`src/rtl/dspc_pkg.sv`:
```
// shared constants and types for the diagnostic switch press classifier
package dspc_pkg;
    // clock and millisecond time base
    localparam int CLK_PERIOD_NS = 50;
    localparam int MS_NS = 1000000;
    localparam int MS_CYCLES = MS_NS / CLK_PERIOD_NS;
    // press timing, all in milliseconds
    localparam int MSW = 15;
    localparam logic [14:0] SHORT_MIN_MS = 15'h003c;   // 60 ms
    localparam logic [14:0] LONG_MIN_MS = 15'h03e8;    // 1 s
    localparam logic [14:0] LOCK_MIN_MS = 15'h4e2a;    // 20.01 s
    localparam logic [14:0] DEB_MS = 15'h0004;
    // presentation and indicator timing, in milliseconds
    localparam logic [14:0] SCREEN_MS = 15'h07d0;
    localparam logic [14:0] BLINK_MS = 15'h0032;
    // diagnostic area byte map
    localparam logic [9:0] SUMMARY_LAST = 10'h003;
    localparam logic [9:0] DETAIL_FIRST = 10'h004;
    localparam logic [9:0] DETAIL_LAST = 10'h230;      // byte 560
    localparam int MODDIAG_BIT = 4;
    // display field widths
    localparam int SRCW = 4;
    localparam int IDXW = 6;

    typedef enum logic [2:0] {
        DSPC_IDLE,
        DSPC_TAG,
        DSPC_DIAG,
        DSPC_NODIAG,
        DSPC_MENU
    } dspc_mode_type;

    typedef struct packed {
        logic ignored;
        logic short_touch;
        logic long_touch;
        logic locked;
    } dspc_press_type;

    typedef struct packed {
        dspc_mode_type mode;
        logic [SRCW-1:0] source;
        logic [IDXW-1:0] index;
    } dspc_disp_type;
endpackage : dspc_pkg

```
`src/rtl/dspc_press_timer.sv`:
```
// switch synchroniser, debouncer, millisecond base and press classifier
`timescale 1ns/10ps
module dspc_press_timer
    import dspc_pkg::*;
#(
    parameter int MS_CYCLES_P = MS_CYCLES
)
(
    // clock and reset
    input wire logic ref_clk,
    input wire logic resetn,
    // switch pin, low while pressed
    input wire logic switch_n,
    // results
    output logic ms_tick,
    output dspc_press_type press
);
    localparam int PW = $clog2(MS_CYCLES_P + 1);

    logic sync1_q, sync2_q;
    logic [PW-1:0] pre_q;
    logic tick_q;
    logic [MSW-1:0] deb_q;
    logic stable_q;
    logic [MSW-1:0] held_q;
    dspc_press_type press_q;

    wire logic pressed_raw = ~sync2_q;
    wire logic pre_end = (pre_q == PW'(MS_CYCLES_P - 1));
    wire logic deb_done = tick_q && (deb_q == DEB_MS - 15'h0001);
    wire logic release_w = deb_done && stable_q && !pressed_raw;

    // two-stage pin synchroniser
    always_ff @(posedge ref_clk or negedge resetn)
    begin
        if (!resetn)
        begin
            sync1_q <= 1'b1;
            sync2_q <= 1'b1;
        end
        else
        begin
            sync1_q <= switch_n;
            sync2_q <= sync1_q;
        end
    end

    // millisecond prescaler
    always_ff @(posedge ref_clk or negedge resetn)
    begin
        if (!resetn)
        begin
            pre_q <= '0;
            tick_q <= 1'b0;
        end
        else
        begin
            pre_q <= pre_end ? '0 : pre_q + PW'(1);
            tick_q <= pre_end;
        end
    end

    // debounce: new level must hold for DEB_MS ticks
    always_ff @(posedge ref_clk or negedge resetn)
    begin
        if (!resetn)
        begin
            deb_q <= '0;
            stable_q <= 1'b0;
        end
        else if (pressed_raw == stable_q)
            deb_q <= '0;
        else if (deb_done)
        begin
            deb_q <= '0;
            stable_q <= pressed_raw;
        end
        else if (tick_q)
            deb_q <= deb_q + 15'h0001;
    end

    // press duration, saturating at the locked threshold
    always_ff @(posedge ref_clk or negedge resetn)
    begin
        if (!resetn)
            held_q <= '0;
        else if (!stable_q)
            held_q <= '0;
        else if (tick_q && held_q != LOCK_MIN_MS)
            held_q <= held_q + 15'h0001;
    end

    // classification, acted on at release except the locked level
    always_ff @(posedge ref_clk or negedge resetn)
    begin
        if (!resetn)
            press_q <= '0;
        else
        begin
            press_q.ignored <= release_w && held_q < SHORT_MIN_MS;
            press_q.short_touch <= release_w && held_q >= SHORT_MIN_MS
                && held_q < LONG_MIN_MS;
            press_q.long_touch <= release_w && held_q >= LONG_MIN_MS
                && held_q < LOCK_MIN_MS;
            press_q.locked <= stable_q && held_q == LOCK_MIN_MS;
        end
    end

    assign ms_tick = tick_q;
    assign press = press_q;
endmodule : dspc_press_timer

```
`src/rtl/dspc_diag_switch_ctrl.sv`:
```
// diagnostic switch controller: presentation, bus modules, leds, diag map
`timescale 1ns/10ps
module dspc_diag_switch_ctrl
    import dspc_pkg::*;
#(
    parameter int MS_CYCLES_P = MS_CYCLES,
    parameter int N_MOD = 8,
    parameter int N_DIAG = 32,
    parameter int N_PORT = 2
)
(
    // clock and reset
    input wire logic ref_clk,
    input wire logic resetn,
    // front panel switch pin, low while pressed
    input wire logic diag_switch_n,
    // bus module events, same clock domain
    input wire logic [N_MOD-1:0] mod_short_press,
    input wire logic [N_MOD-1:0] mod_stuck,
    input wire logic [N_MOD-1:0] mod_hot_swap,
    input wire logic [N_MOD-1:0] mod_diag_active,
    // active diagnostic masks, own and per module
    input wire logic [N_DIAG-1:0] own_diag_mask,
    input wire logic [N_MOD*N_DIAG-1:0] mod_diag_mask,
    // display control
    output dspc_disp_type disp,
    output logic own_switch_locked,
    output logic any_module_flagged,
    // ethernet port status and leds
    input wire logic [N_PORT-1:0] link_up,
    input wire logic [N_PORT-1:0] link_100,
    input wire logic [N_PORT-1:0] frame_evt,
    output logic [N_PORT-1:0] led_yellow,
    output logic [N_PORT-1:0] led_green,
    // diagnostic area read port
    input wire logic [31:0] summary_in,
    input wire logic [9:0] diag_rd_addr,
    input wire logic [7:0] detail_rd_data,
    output logic [7:0] diag_rd_data
);
    logic ms_tick;
    dspc_press_type press;

    dspc_press_timer #(
        .MS_CYCLES_P(MS_CYCLES_P)
    ) u_timer (
        .ref_clk(ref_clk),
        .resetn(resetn),
        .switch_n(diag_switch_n),
        .ms_tick(ms_tick),
        .press(press)
    );

    // first active diagnostic at or above a start index
    function automatic logic [IDXW:0] next_diag(input logic [N_DIAG-1:0] m,
                                                input int from);
        logic [IDXW:0] r;
        r = '0;
        for (int i = N_DIAG - 1; i >= 0; i--)
            if (m[i] && i >= from)
                r = {1'b1, IDXW'(i)};
        return r;
    endfunction : next_diag

    // lowest requesting module, returned as source number (1 based)
    function automatic logic [SRCW-1:0] first_mod(input logic [N_MOD-1:0] m);
        logic [SRCW-1:0] r;
        r = '0;
        for (int i = N_MOD - 1; i >= 0; i--)
            if (m[i])
                r = SRCW'(i + 1);
        return r;
    endfunction : first_mod

    dspc_mode_type mode_q, mode_d;
    logic [SRCW-1:0] src_q, src_d;
    logic [IDXW-1:0] idx_q, idx_d;
    logic pass_q, pass_d;
    logic [MSW-1:0] dwell_q;
    logic [N_MOD-1:0] stuck_q;
    logic any_q;
    logic locked_q;
    logic [7:0] rd_q;

    // diagnostic mask of the source being shown
    wire logic [N_DIAG-1:0] cur_mask = (src_q == '0) ? own_diag_mask :
        mod_diag_mask[(int'(src_q) - 1) * N_DIAG +: N_DIAG];
    wire logic running = mode_q == DSPC_TAG || mode_q == DSPC_DIAG
        || mode_q == DSPC_NODIAG;
    wire logic [N_MOD-1:0] mod_req = mod_short_press & ~stuck_q;
    wire logic any_mod_press = |mod_short_press;
    wire logic screen_end = ms_tick && dwell_q == SCREEN_MS - 15'h0001;
    wire logic [IDXW:0] from_tag = next_diag(cur_mask, 0);
    wire logic [IDXW:0] from_idx = next_diag(cur_mask, int'(idx_q) + 1);

    // presentation sequencer
    always_comb
    begin
        mode_d = mode_q;
        src_d = src_q;
        idx_d = idx_q;
        pass_d = pass_q;
        if (press.long_touch)
            mode_d = DSPC_MENU;
        else if (running && (press.short_touch || any_mod_press))
            mode_d = DSPC_IDLE;
        else if (mode_q == DSPC_MENU && press.short_touch)
            mode_d = DSPC_IDLE;
        else if (mode_q == DSPC_IDLE && press.short_touch)
        begin
            mode_d = DSPC_TAG;
            src_d = '0;
            pass_d = 1'b0;
        end
        else if (mode_q == DSPC_IDLE && |mod_req)
        begin
            mode_d = DSPC_TAG;
            src_d = first_mod(mod_req);
            pass_d = 1'b0;
        end
        else if (running && screen_end)
        begin
            case (mode_q)
                DSPC_TAG:
                begin
                    mode_d = from_tag[IDXW] ? DSPC_DIAG : DSPC_NODIAG;
                    idx_d = from_tag[IDXW-1:0];
                end
                DSPC_DIAG:
                begin
                    if (from_idx[IDXW])
                        idx_d = from_idx[IDXW-1:0];
                    else
                    begin
                        mode_d = pass_q ? DSPC_IDLE : DSPC_TAG;
                        pass_d = 1'b1;
                    end
                end
                default:
                begin
                    mode_d = pass_q ? DSPC_IDLE : DSPC_TAG;
                    pass_d = 1'b1;
                end
            endcase
        end
    end

    // sequencer state and screen dwell timer
    always_ff @(posedge ref_clk or negedge resetn)
    begin
        if (!resetn)
        begin
            mode_q <= DSPC_IDLE;
            src_q <= '0;
            idx_q <= '0;
            pass_q <= 1'b0;
            dwell_q <= '0;
        end
        else
        begin
            mode_q <= mode_d;
            src_q <= src_d;
            idx_q <= idx_d;
            pass_q <= pass_d;
            if (mode_d != mode_q || idx_d != idx_q || screen_end)
                dwell_q <= '0;
            else if (ms_tick)
                dwell_q <= dwell_q + 15'h0001;
        end
    end

    // stuck module latch, set wins over hot swap clear
    always_ff @(posedge ref_clk or negedge resetn)
    begin
        if (!resetn)
        begin
            stuck_q <= '0;
            any_q <= 1'b0;
            locked_q <= 1'b0;
        end
        else
        begin
            stuck_q <= mod_stuck | (stuck_q & ~mod_hot_swap);
            any_q <= |(stuck_q | mod_diag_active);
            locked_q <= press.locked;
        end
    end

    // port leds, one generated set per port
    for (genvar p = 0; p < N_PORT; p++)
    begin : g_port
        logic [1:0] lsync_q;
        logic [1:0] ssync_q;
        logic [MSW-1:0] blink_q;
        logic yel_q, grn_q;
        wire logic blink_off = blink_q > BLINK_MS;

        always_ff @(posedge ref_clk or negedge resetn)
        begin
            if (!resetn)
            begin
                lsync_q <= '0;
                ssync_q <= '0;
                blink_q <= '0;
                yel_q <= 1'b0;
                grn_q <= 1'b0;
            end
            else
            begin
                lsync_q <= {lsync_q[0], link_up[p]};
                ssync_q <= {ssync_q[0], link_100[p]};
                if (blink_q != '0)
                    blink_q <= ms_tick ? blink_q - 15'h0001 : blink_q;
                else if (frame_evt[p] && lsync_q[1])
                    blink_q <= {BLINK_MS[13:0], 1'b0};
                yel_q <= lsync_q[1] && !blink_off;
                grn_q <= lsync_q[1] && ssync_q[1];
            end
        end

        assign led_yellow[p] = yel_q;
        assign led_green[p] = grn_q;
    end

    // diagnostic area read mux with module flag merged into byte 0
    wire logic [31:0] summary_w = {summary_in[31:MODDIAG_BIT+1], any_q,
        summary_in[MODDIAG_BIT-1:0]};
    wire logic [7:0] sum_byte = summary_w[diag_rd_addr[1:0]*8 +: 8];
    wire logic in_detail = diag_rd_addr >= DETAIL_FIRST
        && diag_rd_addr <= DETAIL_LAST;

    always_ff @(posedge ref_clk or negedge resetn)
    begin
        if (!resetn)
            rd_q <= '0;
        else if (diag_rd_addr <= SUMMARY_LAST)
            rd_q <= sum_byte;
        else
            rd_q <= in_detail ? detail_rd_data : 8'h00;
    end

    assign disp = '{mode: mode_q, source: src_q, index: idx_q};
    assign own_switch_locked = locked_q;
    assign any_module_flagged = any_q;
    assign diag_rd_data = rd_q;
endmodule : dspc_diag_switch_ctrl

```
`config.mk`:
```
export PLATFORM = sky130hd
export DESIGN_NAME = dspc_diag_switch_ctrl
export DESIGN_NICKNAME = d
export VERILOG_FILES = /design/src/rtl/dspc_pkg.sv /design/src/rtl/dspc_press_timer.sv /design/src/rtl/dspc_diag_switch_ctrl.sv
export SDC_FILE = /design/constraint.sdc
export NUM_CORES = 1
export LEC_CHECK = 0
export BUFFER_PORTS_ARGS = -buffer_cell sky130_fd_sc_hd__buf_4
export CORE_MARGIN = 1.5
export CORE_UTILIZATION = 35
export CTS_CLUSTER_DIAMETER = 150
export DETAILED_ROUTE_END_ITERATION = 8
export GPL_ROUTABILITY_DRIVEN = 0
export SYNTH_ARGS = -nofsm -noshare
export SYNTH_HDL_FRONTEND = slang
export SYNTH_SLANG_ARGS = --single-unit
```
`constraint.sdc`:
```
create_clock -name ref_clk -period 5.7 [get_ports ref_clk]
set_clock_uncertainty 0.15 [all_clocks]
set_input_delay 1.14 -clock ref_clk [delete_from_list [all_inputs] [get_ports ref_clk]]
set_output_delay 1.14 -clock ref_clk [all_outputs]
set_load 0.02 [all_outputs]
```
# [Word level (Yosys, flattened, before mapping)]
# Cells that the tools add are included.
[classes] order_cmp=41 addsub=8 bitwise=11 shift=2 n_reduce_logical=79 n_eq_ne=17 muxes=114
[ops] op="two-way mux 7 bit" count=64
[ops] op="variable part select 256 x 10 -> 32 bit" count=1
[ops] op="two-way mux 15 bit" count=14
[ops] op="greater-or-equal comparator 5 x 7 -> 1 bit (first input constant)" count=16
[ops] op="adder 15 x 1 -> 15 bit (second input constant)" count=4
[ops] op="greater-or-equal comparator 4 x 7 -> 1 bit (first input constant)" count=8
[ops] op="logical AND 1 bit" count=54
[ops] op="two-way mux 6 bit" count=7
[ops] op="two-way mux 4 bit" count=10
[ops] op="two-way mux 32 bit" count=1
[ops] op="variable part select 32 x 6 -> 8 bit" count=1
[ops] op="equality test 15 bit (second input constant)" count=2
[ops] op="> comparator 15 x 6 -> 1 bit (second input constant)" count=2
[ops] op="nonzero test 15 bit" count=2
[ops] op="subtractor 15 x 1 -> 15 bit (second input constant)" count=2
[ops] op="greater-or-equal comparator 3 x 7 -> 1 bit (first input constant)" count=4
[ops] op="OR reduction 8 bit" count=3
[ops] op="two-way mux 3 bit" count=7
[ops] op="bitwise AND 8 bit" count=2
[ops] op="two-way mux 8 bit" count=2
[ops] op="inverter 8 bit" count=2
[ops] op="bitwise OR 8 bit" count=2
[ops] op="equality test 15 x 11 -> 1 bit (second input constant)" count=1
[ops] op="equality test 15 x 2 -> 1 bit (second input constant)" count=1
[ops] op="36 further kinds" count=60
[totals] out_inout_bits=27 reg_bits=141 inputBits=379

# [Longest topological paths before layout]
# Gate-level depths: netlist (run 1).
[depth] depth_word=48 ltp_mapped=19 mapped_depth_nobuf=12

# [By module]
# From an unflattened synthesis (run 1), not the netlist that was laid out.
[hier_totals] cells_unflattened=1237 hier_area_um2=11368.4
[modules_own_cells] module="dspc_diag_switch_ctrl" area_each_um2=8595.7 instances=1 cells_per_inst=961
[modules_own_cells] module="dspc_press_timer" area_each_um2=2772.7 instances=1 cells_per_inst=276

# [Least setup slack after synthesis (run 1)]
# OpenSTA, ideal clock, no wires.
[synth_timing] path_type="register -> register" startpoint="register src_q[0]" endpoint="register dwell_q[10]" required_ns=5.400 path_stages_with_launch=19 setup_time_ns=0.150 synth_period_minus_slack_ns=4.772 arrival_ns=4.472 n_path_buf=7 slack_ns=0.928 path_cell_list="dfrtp_1 -> buf_6 -> buf_8 -> buf_6 -> inv_2 -> ha_1 -> buf_2 -> buf_2 -> buf_1 -> mux4_2 -> a22o_1 -> a22o_1 -> a22oi_1 -> nand4_1 -> or4b_4 -> o211ai_4 -> a31o_2 -> buf_6 -> a211oi_2"
[synth_via] elab_chain_cells=48 elab_cells_between_ends=123
[synth_rtl] item="start, declared" line="dspc_diag_switch_ctrl.sv:76" source="logic [SRCW-1:0] src_q, src_d;"
[synth_rtl] item="start signal, assigned" line="dspc_diag_switch_ctrl.sv:162" source="src_q <= src_d;"
[synth_rtl] item="subtractor 4 x 1 -> 5 bit" line="dspc_diag_switch_ctrl.sv:87" source="mod_diag_mask[(int'(src_q) - 1) * N_DIAG +: N_DIAG];"
[synth_rtl] item="variable part select 256 x 10 -> 32 bit" line="dspc_diag_switch_ctrl.sv:87"
[synth_rtl] item="two-way mux 32 bit (*)" line="dspc_diag_switch_ctrl.sv:86" source="wire logic [N_DIAG-1:0] cur_mask = (src_q == '0) ? own_diag_mask :"
[synth_rtl] item="logical AND 1 bit" line="dspc_diag_switch_ctrl.sv:60" source="if (m[i] && i >= from)"
[synth_rtl] item="two-way mux 7 bit (32 in a row)" line="dspc_diag_switch_ctrl.sv:60"
[synth_rtl] item="two-way mux 6 bit or two-way mux 3 bit (tied branches)" line="dspc_diag_switch_ctrl.sv:131" source="if (from_idx[IDXW])"
[synth_rtl] item="case mux 6 bit (2 select lines) or case mux 3 bit (2 select lines) (tied branches)" line="dspc_diag_switch_ctrl.sv:123" source="case (mode_q)"
[synth_rtl] item="two-way mux 6 bit or two-way mux 3 bit (tied branches)" line="dspc_diag_switch_ctrl.sv:121" source="else if (running && screen_end)"
[synth_rtl] item="two-way mux 6 bit or two-way mux 3 bit (tied branches)" line="dspc_diag_switch_ctrl.sv:115" source="else if (mode_q == DSPC_IDLE && |mod_req)"
[synth_rtl] item="two-way mux 6 bit or two-way mux 3 bit (tied branches)" line="dspc_diag_switch_ctrl.sv:109" source="else if (mode_q == DSPC_IDLE && press.short_touch)"
[synth_rtl] item="two-way mux 6 bit or two-way mux 3 bit (tied branches)" line="dspc_diag_switch_ctrl.sv:107" source="else if (mode_q == DSPC_MENU && press.short_touch)"
[synth_rtl] item="two-way mux 6 bit or two-way mux 3 bit (tied branches)" line="dspc_diag_switch_ctrl.sv:105" source="else if (running && (press.short_touch || any_mod_press))"
[synth_rtl] item="two-way mux 6 bit or two-way mux 3 bit (tied branches)" line="dspc_diag_switch_ctrl.sv:103" source="if (press.long_touch)"
[synth_rtl] item="!= test 6 bit or != test 3 bit (tied branches)" line="dspc_diag_switch_ctrl.sv:165" source="if (mode_d != mode_q || idx_d != idx_q || screen_end)"
[synth_rtl] item="logical OR 1 bit (*) (2 in a row)" line="dspc_diag_switch_ctrl.sv:165"
[synth_rtl] item="two-way mux 15 bit or nonzero test 2 bit (tied branches)"
[synth_rtl] item="end signal, assigned" line="dspc_diag_switch_ctrl.sv:168" source="dwell_q <= dwell_q + 15'h0001;"
[synth_rtl] item="end, declared" line="dspc_diag_switch_ctrl.sv:79" source="logic [MSW-1:0] dwell_q;"
# Mark *: on every way between the ends. The rest lies on a longest branch, timed or not.
# A chain may end at the register's enable or synchronous reset.

# [Worst setup path in the final report (run 1)]
[layout_timing] startpoint="register src_q[1]" endpoint="register dwell_q[7]"
# Same word-level chain as after synthesis.

==> run metrics, run 1 <==
worst vdd ir=~0.25 mV; GR Util All Layers=0.245; clock root cell=clkbuf_16; Synth Net Count=around 1600; Starting Density=0.355; die height=between 150 and 200 µm; core area=approximately 31000 µm²; Pre-antenna DRT Iters=6; post-placement setup slack=0.842 ns; die area=33000 µm²; DP HPWL=~33 mm; WL/cell=roughly 20 µm; Fmax=201 MHz; Syn Inst Count=about 1200; via/cell ratio=between 5 and 6; hold path startpoint=g_port[0].lsync_q[0]; CP Capture Type=flop; GRT overflow=0; EDFF count, synth=0; Setup CP Type=flop to flop; largest family of logic cells by synthesized area=simple AND/OR/NAND/NOR gates; vias in the first global route=around 11000; WHS Path Cells=0; Logic pwr share=0.624; P&R area growth vs syn=35.7%; Max H-tree Level=4; setup tns final=0 ns; Critical Path AT=slightly above 5 ns; max-slew violations=0; largest net degree at the start of global routing=about 110; postcts setup bufs=0; CTS clk-pin slew, worst paths=0.06 ns; Reg2Reg Setup Slack=around 0.73 ns; Max Cap Violations=0; Primary FF master, synth=dfrtp_1; Clock power frac=0.194; initial antenna violation count=1; P_sw=between 2 and 3 mW; slew of the pin with the lowest slew margin=1.02 ns; IO Port Bufs=between 400 and 500; CTS tree=built; post-place instance area=about 15000 µm²; adder-cell share of the synthesized area=0.0168; synthesis-stage register bit count=around 140; worst rel slew slack=0.318; sequential power share=0.183; Yosys cell types=94; post_cts resized=0; Switching Share=0.433; Pwr Total=about 6 mW; Final setup viols=0; cell area after synthesis=approximately 11000 µm²; R2R cell count=12; final instance area=15200 µm²; Max FO, Critical Path=21; Hold Path End=g_port[0].lsync_q[1]; I/O pins=~410; nets=between 1500 and 2000; CP required=5.82 ns; Synth Area in Compound Gates=0.197; DRC viols=0; final setup margin=between 0.7 and 0.8 ns; cts hold-fix bufs=0; Seq/Total Area, Yosys=0.316; internal power=roughly 3.3 mW; status=complete, no violations; Post-Synth XOR/XNOR Area=0.0612; number of synthesis warnings=0; Post-Synth Simple-Gate Area=0.217; PwrDens=388 nW/µm²; initial DRC count=between 1000 and 1500; mux cell area share after synthesis=0.148; Fin. Hold Viols=0; worst r2r src=src_q[1]; Post-synth ARST share=1.00; Clock Sinks=about 140; Tcrit/Tclk final=0.871; clock latency on the worst-skew pair=0.42 ns; filler instances=about 3000; floorplan row count=between 60 and 70; layout cell share with drive strength beyond 1=0.360; TritonCTS buffer count=17; r2r endpoint=dwell_q[7]; Routed WL=~41 mm; syn avg cell area=9.41 µm²; Tightest Hold Check Type=flop to flop; most common cell after layout, fill and taps aside=buf_4; die width=approximately 180 µm; CTS Buffer Depth=2; detailed-route via count=about 11000; commonest cells after routing, fill and taps aside=buf_4 (423), dfrtp_1 (138), nand2_1 (128); post-route ant nets=0; CP Launch Type=flop; RSZ-0062 raised after global routing=no; leakage=about 6.8 nW; first-pass GRT wire length=roughly 63 mm; crit path time final=between 4 and 5 ns
[synthesized netlist by cell type (all sizes together), types with 13 or more instances]
master | instances | area, µm²
a22o | 28 | 245
mux4 | 72 | 1630
nor2b | 13 | 81.3
inv | 37 | 139
nand4 | 24 | 150
nand3 | 45 | 238
nor3 | 37 | 185
clkbuf | 29 | 109
and3 | 18 | 113
dfrtp | 139 | 3480
xor2 | 47 | 412
nand2 | 128 | 480
a22oi | 24 | 195
nor2 | 95 | 357
buf | 34 | 238
xnor2 | 31 | 272
o21ai | 75 | 375
a21oi | 40 | 215
nor4 | 21 | 131
ha | 15 | 188
and2 | 23 | 144
a211oi | 27 | 253
[through the flow]
step / utilization / hold slack (ns) / std cells
2_1_floorplan: - / 0.181 / 1187
3_3_place_gp: 0.462 / 0.182 / 1951
3_5_place_dp: 0.462 / 0.188 / 1951
4_1_cts: 0.481 / 0.207 / 1983
5_1_grt: 0.481 / 0.211 / 1983
6_report: 0.482 / 0.203 / 1984
[critical path: stages (launching register included)]
cell,delay (ns)
dfrtp_1,0.40
inv_1,0.10
ha_1,0.24
and3b_1,0.32
or2_1,0.65
a22o_1,0.46
a22oi_1,0.40
a211oi_1,0.15
nand4bb_1,0.32
or4_1,0.70
o211ai_4,0.29
a31o_2,0.47
a211oi_2,0.13
[layer usage]
metal	track usage	part of all wire
met1	0.363	0.46
met3	0.0540	0.095
met2	0.365	0.43
met4	0.0487	0.012
met5	0	0
[kinds of logic after synthesis]
| group | after synthesis |
|---|---|
| AOI/OAI and AO/OA | 302 |
| adders and majority gates | 15 |
| DFF | 141 |
| muxes | 75 |
| xor gates and xnor gates | 78 |
| buffers and inverters | 100 |
| and+or+nand+nor | 476 |
[final cells by class]
type	instances	area [µm²]	share of cell area
multi-input combinational	946	7160	0.473
sequential	141	3530	0.233
timing repair buffer	425	3210	0.212
tap	402	503	0.0332
clock buffer	20	447	0.0295
clock inverter	12	160	0.0106
inverter	37	139	0.00916
antenna	1	2.50	0.000165
[power groups by stage]
stage / logic, mW / clock network (mW) / registers (mW)
2_1_floorplan: 2.54 / 0 / 1.08
3_3_place_gp: 3.57 / 0 / 1.09
3_5_place_dp: 3.58 / 0 / 1.09
4_1_cts: 3.59 / 1.17 / 1.07
5_1_grt: 3.91 / 1.22 / 1.08
6_report: 3.67 / 1.14 / 1.07
[worst max-delay path by stage]
stage / cells after the start / endpoint / slack, ns / start
after global placement: 13 / dwell_q[0] / 0.85 / src_q[1]
final: 12 / dwell_q[7] / 0.73 / src_q[1]
after CTS: 13 / dwell_q[7] / 0.80 / src_q[1]
after global routing: 12 / dwell_q[14] / 0.34 / src_q[1]
after floorplan: 18 / dwell_q[10] / 0.93 / src_q[0]
after detailed placement: 13 / dwell_q[2] / 0.84 / src_q[1]
[flip-flops by register name, summed over array words and instances (netlist names), 4 cells and up]
name and count:
g_port.blink_q 30, u_timer.held_q 15, g_port.lsync_q 4, u_timer.pre_q 15, diag_rd_data 8, idx_q 6
dwell_q 15, u_timer.deb_q 15, stuck_q 8, g_port.ssync_q 4, src_q 4
No activity file was read; power rests on OpenSTA's default activity.
==> run 2, diff against run 1 <==
- CTS_BUF_LIST: unset -> sky130_fd_sc_hd__clkbuf_4 sky130_fd_sc_hd__clkbuf_8
==> run metrics, run 2 (synthesized netlist as in run 1, its figures left out) <==
GRT overflow=0 (unchanged); Max Cap Violations=0 (unchanged); via/cell ratio=5.74 (-0.15%); Tcrit/Tclk final=0.873 (+0.00167); commonest cells after routing, fill and taps aside=buf_4 (423), dfrtp_1 (138), nand2_1 (128); Pre-antenna DRT Iters=6 (unchanged); CP required=5.85 ns (+0.03 ns); PwrDens=374 nW/µm² (-3.7%); die height=182 µm (unchanged); DRC viols=0 (unchanged); layout cell share with drive strength beyond 1=0.361 (+0.00127); initial DRC count=1199 (-7.3%); CTS Buffer Depth=2 (unchanged); Critical Path AT=5.12 ns (+0.03 ns); Fmax=201 MHz (-0.19%); Tightest Hold Check Type=flop to flop; CP Launch Type=flop; Clock Sinks=141 (unchanged); crit path time final=4.97 ns (+0.00952 ns); RSZ-0062 raised after global routing=no; initial antenna violation count=1 (unchanged); non-filler cells, final=1984 (unchanged); CTS clk-pin slew, worst paths=0.08 ns (+0.02 ns); floorplan row count=65 (unchanged); GR Util All Layers=0.243 (-0.00160); slew of the pin with the lowest slew margin=0.995 ns (-0.0283 ns); worst vdd ir=0.218 mV (-12%); die area=33000 µm² (unchanged); Routed WL=40.7 mm (-0.25%); die width=182 µm (unchanged); number of flip-flops in the largest register=30 (unchanged); first-pass GRT wire length=62.3 mm (-0.52%); Max H-tree Level=4 (unchanged); clock latency on the worst-skew pair=0.45 ns (+0.03 ns); TritonCTS buffer count=17 (unchanged); Pwr Total=5.59 mW (-4.9%); clock root cell=clkbuf_8; cts hold-fix bufs=0 (unchanged); WL/cell=20.5 µm (-0.25%); detailed-route via count=11394 (-0.15%); Setup CP Type=flop to flop; Fin. Hold Viols=0 (unchanged); largest net degree at the start of global routing=109 (unchanged); nets=1962 (unchanged); post_cts resized=0 (unchanged); status=complete, no violations; post-route ant nets=0 (unchanged); CTS tree=built; DP HPWL=33.1 mm (unchanged); worst rel slew slack=0.331 (+0.0127); Final setup viols=0 (unchanged); max-slew violations=0 (unchanged); most common cell after layout, fill and taps aside=buf_4; Inst Count DP=1951 (unchanged); leakage=6.71 nW (-1.2%); Max FO, Critical Path=21 (unchanged); final core utilization=0.476 (-0.00584); core area=31500 µm² (unchanged); setup tns final=0 ns (unchanged); I/O pins=406 (unchanged); Starting Density=0.355 (unchanged); Biggest register=g_port.blink_q; vias in the first global route=11035 (-0.31%); P&R area growth vs syn=34.1%; filler instances=3000 (+0.60%); postcts setup bufs=0 (unchanged); CP Capture Type=flop; IO Port Bufs=404 (unchanged)
==> run 2: cell count changes in the layout (fill, tap and decap cells not counted) <==
cell,delta
clkbuf_1,-2
clkbuf_16,-17
clkbuf_4,+2
clkbuf_8,+17
==> run 2: where the power goes <==
group,switching (mW),total (mW),internal (mW)
clock,0.394,0.852,0.459
sequential,0.0438,1.07,1.03
combinational,2.07,3.67,1.60
==> run 2: layout make-up <==
cell class                      count  area (µm²)  share of cell area
Inverter                           37         139             0.00928
Clock inverter                     12         160              0.0107
Multi-Input combinational cell    946        7160               0.478
Clock buffer                       20         263              0.0175
Antenna cell                        1        2.50            0.000167
Tap cell                          402         503              0.0336
Timing Repair Buffer              425        3210               0.214
Sequential cell                   141        3530               0.236
==> run 2: path summary, 6_finish.rpt <==
path,startpoint,end,slack [ns],depth (start not counted)
worst min-delay path,g_port[1].lsync_q[0],g_port[1].lsync_q[1],0.21,0
max in group asynchronous,resetn,g_port[1].blink_q[12],3.75,2
worst min register to register,g_port[1].lsync_q[0],g_port[1].lsync_q[1],0.21,0
min in group asynchronous,resetn,g_port[0].blink_q[12],0.67,1
worst max register to register,src_q[1],dwell_q[7],0.73,12
worst max-delay path,src_q[1],dwell_q[7],0.73,12
==> run 2: routing by layer <==
metal,share of wire,GRT usage
met5,0,0
met1,0.45,0.360
met2,0.43,0.358
met3,0.11,0.0590
met4,0.013,0.0497
==> run 2: critical path, cell delays in order, from the launching register on <==
cell	delay, ns
dfrtp_1	0.41
inv_1	0.10
ha_1	0.25
and3b_1	0.32
or2_1	0.63
a22o_1	0.44
a22oi_1	0.41
a211oi_1	0.16
nand4bb_1	0.32
or4_1	0.72
o211ai_4	0.29
a31o_2	0.48
a211oi_2	0.13
==> run 2: metrics by stage <==
step	setup slack [ns]	hold slack [ns]	cell area (µm²)
final	0.725	0.209	15000
after global routing	0.342	0.217	15000
after CTS	0.794	0.213	15000
after detailed placement	0.842	0.188	14500
after global placement	0.854	0.182	14500
after floorplan	0.928	0.181	11200
